$ cat config.mk
export PLATFORM = sky130hd
export DESIGN_NAME = wdt_top
export DESIGN_NICKNAME = d
export VERILOG_FILES = /design/src/inc/wdt_pkg.sv /design/src/hw/wdt_top.sv
export SDC_FILE = /design/constraint.sdc
export NUM_CORES = 1
export LEC_CHECK = 0
export BUFFER_PORTS_ARGS = -buffer_cell sky130_fd_sc_hd__buf_2
export CAP_MARGIN = 10
export CORE_MARGIN = 1.5
export CORE_UTILIZATION = 52
export DETAILED_ROUTE_END_ITERATION = 16
export PLACE_DENSITY_LB_ADDON = 0.1
export SYNTH_ARGS = -nofsm -noshare
export SYNTH_HDL_FRONTEND = slang
export SYNTH_SLANG_ARGS = --single-unit
$ cat constraint.sdc
create_clock -name clk_i -period 2.7 [get_ports clk_i]
set_input_delay 0.675 -clock clk_i [delete_from_list [all_inputs] [get_ports clk_i]]
set_output_delay 0.675 -clock clk_i [all_outputs]
set_load 0.005 [all_outputs]
$ cat src/inc/wdt_pkg.sv
package wdt_pkg;
    // ****************************************
    // Register map
    // ****************************************
    localparam logic [4:0]  ADDR_CONTROL    = 5'h00;
    localparam logic [4:0]  ADDR_SERVICE    = 5'h04;
    localparam logic [4:0]  ADDR_STATE      = 5'h08;
    localparam logic [4:0]  ADDR_CNT_LOW    = 5'h0c;
    localparam logic [4:0]  ADDR_CNT_ONE    = 5'h10;
    localparam logic [4:0]  ADDR_CNT_TWO    = 5'h14;
    localparam logic [4:0]  ADDR_CNT_HIGH   = 5'h18;
    localparam logic [4:0]  ADDR_HALT       = 5'h1c;

    // ****************************************
    // Field positions and values
    // ****************************************
    localparam int          CTL_EN_BIT      = 0;
    localparam int          CTL_RESP_LSB    = 1;
    localparam int          CTL_LOCK_BIT    = 3;
    localparam int          CTL_TOS_LSB     = 4;
    localparam int          ST_RESP_LSB     = 4;
    localparam int          ST_NORST_BIT    = 6;
    localparam int          ST_FIQ_BIT      = 7;
    localparam int          TOS_BASE        = 16;
    localparam logic [15:0] SERVICE_KEY     = 16'h1984;
    localparam logic [1:0]  RESP_RESET      = 2'b00;
    localparam logic [1:0]  RESP_FIQ        = 2'b11;
    localparam logic [31:0] COUNT_RESET     = 32'h0001_0000;
    localparam logic [7:0]  CTL_RESET       = 8'h00;
    localparam int          RST_PULSE_CYC   = 4;
    localparam logic [2:0]  RST_PULSE_LAST  = 3'(RST_PULSE_CYC - 1);
endpackage : wdt_pkg

$ cat src/hw/wdt_top.sv
// Function
// - Enabled count decrements every clock
// - Key write restarts count, no timeout
// - Load value is two to select+16
// - New select applies at service, zero or a later enable
// - Count readable as four byte registers
// - All-zero count means timeout
// - Lock freezes enable; only reset clears lock
// - Response 11: interrupt then reset second
// - Response 00: every timeout resets
// - Disabled: count holds except on key write, no events
// - Valid key clears pending interrupt
// - Status bit 7 shows interrupt occurred
// - Status bit 6 low after watchdog reset
// - Status 5:4 mirror response field
// - Reserved bits read zero
// - Count reads 2^16 after reset
// - No interrupt during halt mode
// - Watchdog reset is warm, not power-on
//
// The Wishbone slave port is this design's own decision.
`timescale 1ns/1ps
`default_nettype none
module wdt_top (
    input  wire logic        clk_i,
    input  wire logic        rst_i,
    input  wire logic        por_i,
    input  wire logic        halt_i,
    input  wire logic        wb_cyc_i,
    input  wire logic        wb_stb_i,
    input  wire logic        wb_we_i,
    input  wire logic [31:0] wb_adr_i,
    input  wire logic [31:0] wb_dat_i,
    input  wire logic [3:0]  wb_sel_i,
    output logic      [31:0] wb_dat_o,
    output logic             wb_ack_o,
    output logic             fiq_o,
    output logic             wdt_reset_o
);
    import wdt_pkg::*;

    // ****************************************
    // State
    // ****************************************
    logic        en_ff,      nxt_en;
    logic [1:0]  resp_ff,    nxt_resp;
    logic        lock_ff,    nxt_lock;
    logic [3:0]  tos_ff,     nxt_tos;
    logic [31:0] count_ff,   nxt_count;
    logic        fiq_ff,     nxt_fiq;
    logic        seen_ff,    nxt_seen;
    logic        norst_ff,   nxt_norst;
    logic        wrst_ff,    nxt_wrst;
    logic [2:0]  pulse_ff,   nxt_pulse;
    logic        rout_ff,    nxt_rout;
    logic [31:0] rdat_ff,    nxt_rdat;
    logic        ack_ff,     nxt_ack;
    logic        halt_s1_ff, halt_s2_ff;
    logic        por_s1_ff,  por_s2_ff;

    logic        req;
    logic        wr;
    logic        wr_ctl;
    logic        key_ok;
    logic        expired;
    logic [31:0] load_val;

    // Request decode, answered one cycle after strobe
    assign req      = wb_cyc_i && wb_stb_i && !ack_ff;
    assign wr       = req && wb_we_i && wb_sel_i[0];
    assign wr_ctl   = wr && (wb_adr_i[4:0] == ADDR_CONTROL);
    assign key_ok   = wr && (wb_adr_i[4:0] == ADDR_SERVICE) && wb_sel_i[1]
                      && (wb_dat_i[15:0] == SERVICE_KEY);
    assign expired  = en_ff && (count_ff == 32'h0000_0000);
    assign load_val = 32'h0000_0001 << (tos_ff + 5'(TOS_BASE));

    // Pin synchronisers
    always_ff @(posedge clk_i) begin
        halt_s1_ff <= halt_i;
        halt_s2_ff <= halt_s1_ff;
        por_s1_ff  <= por_i;
        por_s2_ff  <= por_s1_ff;
    end

    // Next-state logic
    always_comb begin
        nxt_en    = en_ff;
        nxt_resp  = resp_ff;
        nxt_lock  = lock_ff;
        nxt_tos   = tos_ff;
        nxt_count = count_ff;
        nxt_fiq   = fiq_ff;
        nxt_seen  = seen_ff;
        nxt_norst = norst_ff;
        nxt_wrst  = 1'b0;
        nxt_pulse = pulse_ff;
        if (wr_ctl) begin
            nxt_tos  = wb_dat_i[CTL_TOS_LSB +: 4];
            nxt_resp = wb_dat_i[CTL_RESP_LSB +: 2];
            if (!(lock_ff && en_ff) || wb_dat_i[CTL_EN_BIT]) begin
                nxt_en = wb_dat_i[CTL_EN_BIT];
            end
            if (wb_dat_i[CTL_LOCK_BIT] && (en_ff || wb_dat_i[CTL_EN_BIT])) begin
                nxt_lock = 1'b1;
            end
            if (!en_ff && wb_dat_i[CTL_EN_BIT]) begin
                nxt_count = load_val;
            end
        end
        if (key_ok) begin
            nxt_count = load_val;
            nxt_fiq   = 1'b0;
        end else if (expired) begin
            nxt_count = load_val;
            if (resp_ff == RESP_FIQ && !fiq_ff) begin
                if (!halt_s2_ff) begin
                    nxt_fiq  = 1'b1;
                    nxt_seen = 1'b1;
                end
            end else if (resp_ff == RESP_FIQ || resp_ff == RESP_RESET) begin
                nxt_wrst  = 1'b1;
            end
        end else if (en_ff) begin
            nxt_count = count_ff - 32'h0000_0001;
        end
        if (pulse_ff != 3'h0) begin
            nxt_pulse = pulse_ff - 3'h1;
        end
        if (nxt_wrst) begin
            nxt_pulse = RST_PULSE_LAST;
            nxt_norst = 1'b0;
        end
        // Reset output stands while the pulse counter runs
        nxt_rout = (nxt_pulse != 3'h0);
    end

    // Watchdog state registers; por marks the power-on status only
    always_ff @(posedge clk_i) begin
        if (rst_i || pulse_ff == 3'h1) begin
            en_ff    <= 1'b0;
            resp_ff  <= CTL_RESET[2:1];
            lock_ff  <= 1'b0;
            tos_ff   <= CTL_RESET[7:4];
            count_ff <= COUNT_RESET;
            fiq_ff   <= 1'b0;
            seen_ff  <= 1'b0;
            wrst_ff  <= 1'b0;
            pulse_ff <= 3'h0;
            rout_ff  <= 1'b0;
            norst_ff <= (rst_i && por_s2_ff) ? 1'b1 : norst_ff;
        end else begin
            en_ff    <= nxt_en;
            resp_ff  <= nxt_resp;
            lock_ff  <= nxt_lock;
            tos_ff   <= nxt_tos;
            count_ff <= nxt_count;
            fiq_ff   <= nxt_fiq;
            seen_ff  <= nxt_seen;
            wrst_ff  <= nxt_wrst;
            pulse_ff <= nxt_pulse;
            rout_ff  <= nxt_rout;
            norst_ff <= nxt_norst;
        end
    end

    // Read mux, reserved bits zero
    always_comb begin
        nxt_ack  = req;
        nxt_rdat = 32'h0000_0000;
        if (req && !wb_we_i) begin
            case (wb_adr_i[4:0])
                ADDR_CONTROL:  nxt_rdat[7:0] = {tos_ff, lock_ff, resp_ff, en_ff};
                ADDR_STATE:    nxt_rdat[7:0] = {seen_ff, norst_ff, resp_ff, 4'h0};
                ADDR_CNT_LOW:  nxt_rdat[7:0] = count_ff[7:0];
                ADDR_CNT_ONE:  nxt_rdat[7:0] = count_ff[15:8];
                ADDR_CNT_TWO:  nxt_rdat[7:0] = count_ff[23:16];
                ADDR_CNT_HIGH: nxt_rdat[7:0] = count_ff[31:24];
                ADDR_HALT:     nxt_rdat[0]   = halt_s2_ff;
                default:       nxt_rdat      = 32'h0000_0000;
            endcase
        end
    end

    // Bus answer registers
    always_ff @(posedge clk_i) begin
        if (rst_i) begin
            ack_ff  <= 1'b0;
            rdat_ff <= 32'h0000_0000;
        end else begin
            ack_ff  <= nxt_ack;
            rdat_ff <= nxt_rdat;
        end
    end

    assign wb_ack_o    = ack_ff;
    assign wb_dat_o    = rdat_ff;
    assign fiq_o       = fiq_ff;
    assign wdt_reset_o = rout_ff;

    // ****************************************
    // Checks
    // ****************************************
    chk_count_hold: assert property (@(posedge clk_i) disable iff (rst_i)
        (!en_ff && !wr_ctl && !key_ok && pulse_ff == 3'h0) |=> $stable(count_ff))
        else $error("count moved while disabled");
    chk_count_dec: assert property (@(posedge clk_i) disable iff (rst_i)
        (en_ff && !expired && !key_ok && pulse_ff == 3'h0) |=> count_ff == $past(count_ff) - 1)
        else $error("count did not decrement");
    chk_key_load: assert property (@(posedge clk_i) disable iff (rst_i)
        (key_ok && pulse_ff == 3'h0) |=> count_ff == (32'h1 << ($past(tos_ff) + 16)) && !fiq_ff)
        else $error("key did not reload");
    chk_fiq_first: assert property (@(posedge clk_i) disable iff (rst_i)
        (expired && resp_ff == RESP_FIQ && !fiq_ff && !halt_s2_ff && !key_ok && pulse_ff == 3'h0)
        |=> fiq_ff && seen_ff && !wrst_ff)
        else $error("first timeout missed interrupt");
    chk_second_rst: assert property (@(posedge clk_i) disable iff (rst_i)
        (expired && resp_ff == RESP_FIQ && fiq_ff && !key_ok && pulse_ff == 3'h0) |=> wdt_reset_o)
        else $error("second timeout did not reset");
    chk_direct_rst: assert property (@(posedge clk_i) disable iff (rst_i)
        (expired && resp_ff == RESP_RESET && !key_ok && pulse_ff == 3'h0) |=> wrst_ff ##1 !norst_ff)
        else $error("timeout did not reset");
    chk_halt_fiq: assert property (@(posedge clk_i) disable iff (rst_i)
        (halt_s2_ff && !fiq_ff) |=> !fiq_ff)
        else $error("interrupt raised in halt");
    chk_lock_hold: assert property (@(posedge clk_i) disable iff (rst_i)
        (lock_ff && en_ff && pulse_ff == 3'h0) |=> lock_ff && en_ff)
        else $error("locked enable cleared");
    chk_ack_once: assert property (@(posedge clk_i) disable iff (rst_i)
        wb_ack_o |=> !wb_ack_o)
        else $error("ack held two cycles");
endmodule : wdt_top
`default_nettype wire

==> results by group <==
Clock network
  • Worst-skew pair later-pin latency: 0.34 ns
  • H-tree levels: 3
  • Reg clk slew, reported paths: 0.06 ns
  • Root Buffer: clkbuf_8
  • Longest Clk Path Bufs: 2
  • CTS sink cnt: 60
  • TritonCTS clock tree: done
  • CTS buffer count: 9
  • Post-cts hold buffer count: 0

GRT
  • Total global routing overflow: 0
  • Met3 Track Usage GR: 5.59%
  • GR peak layer: met2
  • Tot GR Track Use: 28.8%
  • Vias in the first global route: 3319
  • Met2 Use GR: 47.5%
  • Met1 usage: 36.3%
  • Largest net degree at the start of global routing: 28
  • First-pass GRT wire length: 16700 um
  • Initial antenna violation count: 0

Place
  • GP Congestion: 0.922
  • Placed cell count: 593
  • HPWL after detailed placement: 7840 um
  • DP Worst Slack: -0.147 ns
  • Placed inst area: 0.00413 mm2
  • I/O Buffers: 40

Floorplan
  • Die height: 87.4 um
  • Core ar.: 0.00683 mm2
  • Die width: 87.4 um
  • Initial Util: 54.2%
  • FP Rows: 30
  • I/O pin count: 110
  • Die area: 0.00764 mm2

Power and ir drop
  • P_int: 1400 uW
  • Combinational power share: 17.1%
  • Power per cell area: 461 mW/mm2
  • Switch Pwr: 585 uW
  • Clock share of power: 35.5%
  • Sw frac: 29.5%
  • Peak supply drop: 0.426 mV
  • Leak: 0.00164 uW
  • Reg power frac: 47.4%

Worst setup path
  • Worst EP arrival: 2.69 ns
  • Worst Path Max Fanout: 7
  • WP data required: 2.91 ns
  • Critical Path End Type: register
  • Cells along the critical path: buf_2 > nor4b_1 > nand4_2 > nor4_4 > buf_4 > nor3b_1 > a311oi_1 > a211oi_1
  • Slowest stage delay, CP: 0.47 ns
  • Startpoint types: input pin
  • Buf/Inv on CP: 2
  • Largest delay share family, worst path: simple AND/OR/NAND/NOR gates
  • Kind of critical path: in -> reg
  • CP max stage cell: nor4_4

Cells and area
  • Post-route cell area: 0.00430 mm2
  • Ratio of cells with drive above 1 in the final layout: 22.4%
  • Area delta synth->final: 16.2%
  • Fill cell count: 618
  • Finished Layout Cells: 609
  • Layout Utilization: 63.0%
  • # diodes: 0
  • Fin nets: 587

Routing
  • DRT Pass-1 Iters: 6
  • DRT Wirelength: 10400 um
  • ANT nets after route: 0
  • Initial drt markers: 386
  • Avg WL per Cell: 17.0 um
  • DR DRC count: 0
  • Via/cell ratio: 5.97
  • DR vias: 3634

Synth
  • Synthesized area per cell: 8.34 um2
  • Synth async-reset ratio: 0%
  • Mapped cell area: 0.00370 mm2
  • Seq cells post-synth: 60
  • Sequential-to-total area share from yosys stat: 32.7%
  • Post-synthesis cell type count: 67
  • Post-synth EDFFs: 1
  • Instance count of the mapped netlist: 444
  • Post-synth top flop: dfxtp_1
  • Yosys Warn Count: 0

STA
  • RSZ-0062 raised after global routing: no
  • Final period util: 91.7%
  • Fmax: 0.404 GHz
  • Setup ws final: 0.225 ns
  • Worst-Margin Slew: 0.563 ns
  • Final Hold Viols: 0
  • Hold slack: 0.328 ns
  • Setup violators final: 0
  • Slew margin rel.: 62.5%
  • Post-route minimum period: 2.47 ns
  • Final Slew Violations: 0
  • Setup Skew: 0.0126 ns

Hold path
  • Worst Hold Class: reg -> reg

Job
  • Maxcap violations: 0

Run status
  • Status: finished, final reports clean
[flip-flops by register name, indices dropped and copies added (netlist names)]
register,count
en_ff,1
norst_ff,1
tos_ff,4
wdt_reset_o,1
halt_s1_ff,1
por_s1_ff,1
fiq_o,1
pulse_ff,3
wb_ack_o,1
por_s2_ff,1
wb_dat_o,8
resp_ff,2
count_ff,32
seen_ff,1
lock_ff,1
halt_s2_ff,1
[Yosys cell counts, types with 3 or more instances]
master | n | share of area [%]
nand4_1 | 6 | 1.0
nor4b_1 | 4 | 0.95
nand2_1 | 24 | 2.4
a31oi_1 | 13 | 2.2
dfxtp_1 | 59 | 32
nor3b_1 | 3 | 0.61
nand3_1 | 8 | 1.1
or3_1 | 13 | 2.2
nor3_1 | 21 | 2.8
mux2i_1 | 8 | 2.2
a211oi_1 | 3 | 0.61
clkbuf_1 | 9 | 0.91
inv_1 | 10 | 1.0
buf_2 | 10 | 1.4
o21ai_0 | 20 | 2.7
a41oi_1 | 3 | 0.71
nor2b_1 | 5 | 0.84
buf_4 | 28 | 5.7
o22ai_1 | 3 | 0.51
a21oi_1 | 16 | 2.2
a22oi_1 | 21 | 4.3
xnor2_1 | 3 | 0.71
nor4_1 | 10 | 1.7
nand2b_1 | 4 | 0.68
nor4_2 | 3 | 1.0
o21a_1 | 4 | 0.81
xor2_1 | 14 | 3.3
ha_1 | 4 | 1.4
a21o_1 | 3 | 0.61
o211ai_1 | 15 | 3.0
nand3b_1 | 3 | 0.61
nor2_1 | 48 | 4.9
[layer usage]
metal	share of wire (%)	up-vias
met1	42	1691
met2	48	178
met5	0	-
li1	-	1733
met4	3.2	0
met3	6.2	32
[through the flow]
stage,setup TNS [ns],total power [uW]
2_1_floorplan,0,1220
3_3_place_gp,-0.0499,1280
3_5_place_dp,-1.85,1300
4_1_cts,0,2000
5_1_grt,0,2090
6_report,0,1990
[layout make-up]
type | instances | area [um2] | share of cell area [%]
multi-input cells | 346 | 2220 | 51.7
well taps | 96 | 120 | 2.79
clock inverters | 5 | 27.5 | 0.640
flip-flops and latches | 60 | 1210 | 28.1
clock buffers | 11 | 141 | 3.29
repair buffers | 80 | 538 | 12.5
inverters | 11 | 41.3 | 0.960
[layout by cell type, fill, tap and decap left out, types with 15 or more instances in the layout]
master,netlist,routed
buf_4,28,37
nor2_1,48,48
nand2_1,24,24
dfxtp_1,59,59
o211ai_1,15,15
buf_2,10,40
a21oi_1,16,16
o21ai_0,20,20
conb_1,1,24
a22oi_1,21,21
nor3_1,21,21
[final timing paths]
| path | slack (ns) | end | cells after the start | from |
|---|---|---|---|---|
| setup / recovery | 0.23 | count_ff[20]$_SDFFE_PP0P_ | 8 | wb_dat_i[4] |
| hold / removal | 0.33 | por_s2_ff$_DFF_P_ | 0 | por_s1_ff$_DFF_P_ |
| hold reg to reg | 0.33 | por_s2_ff$_DFF_P_ | 0 | por_s1_ff$_DFF_P_ |
| setup reg to reg | 0.28 | count_ff[20]$_SDFFE_PP0P_ | 11 | count_ff[0]$_SDFFE_PP0P_ |
[power by group through the flow]
stage	clock [uW]	sequential [uW]	combinational, uW
finish	706	941	339
global route	763	945	386
CTS	724	940	338
detailed placement	0	959	337
global placement	0	959	318
floorplan	0	956	259
[cells by family (layout without fill, tap and decap cells)]
group / Yosys count / after routing / share of synthesized area, %
muxes: 8 / 8 / 2.16
and+or+nand+nor: 174 / 174 / 28.0
AOI/OAI and AO/OA: 119 / 119 / 21.9
xor gates and xnor gates: 17 / 17 / 4.02
adders and majority gates: 4 / 4 / 1.35
DFF: 60 / 60 / 32.7
other: 1 / 24 / 0.101
buffers and inverters: 61 / 107 / 9.80
[timing repair]
item / 4_1_cts / 5_1_grt
endpoints found under the setup margin: 0 / 7
gates resized for setup: 0 / 1
buffers inserted: 0 / 0
Power figures use the tool's default switching activity.
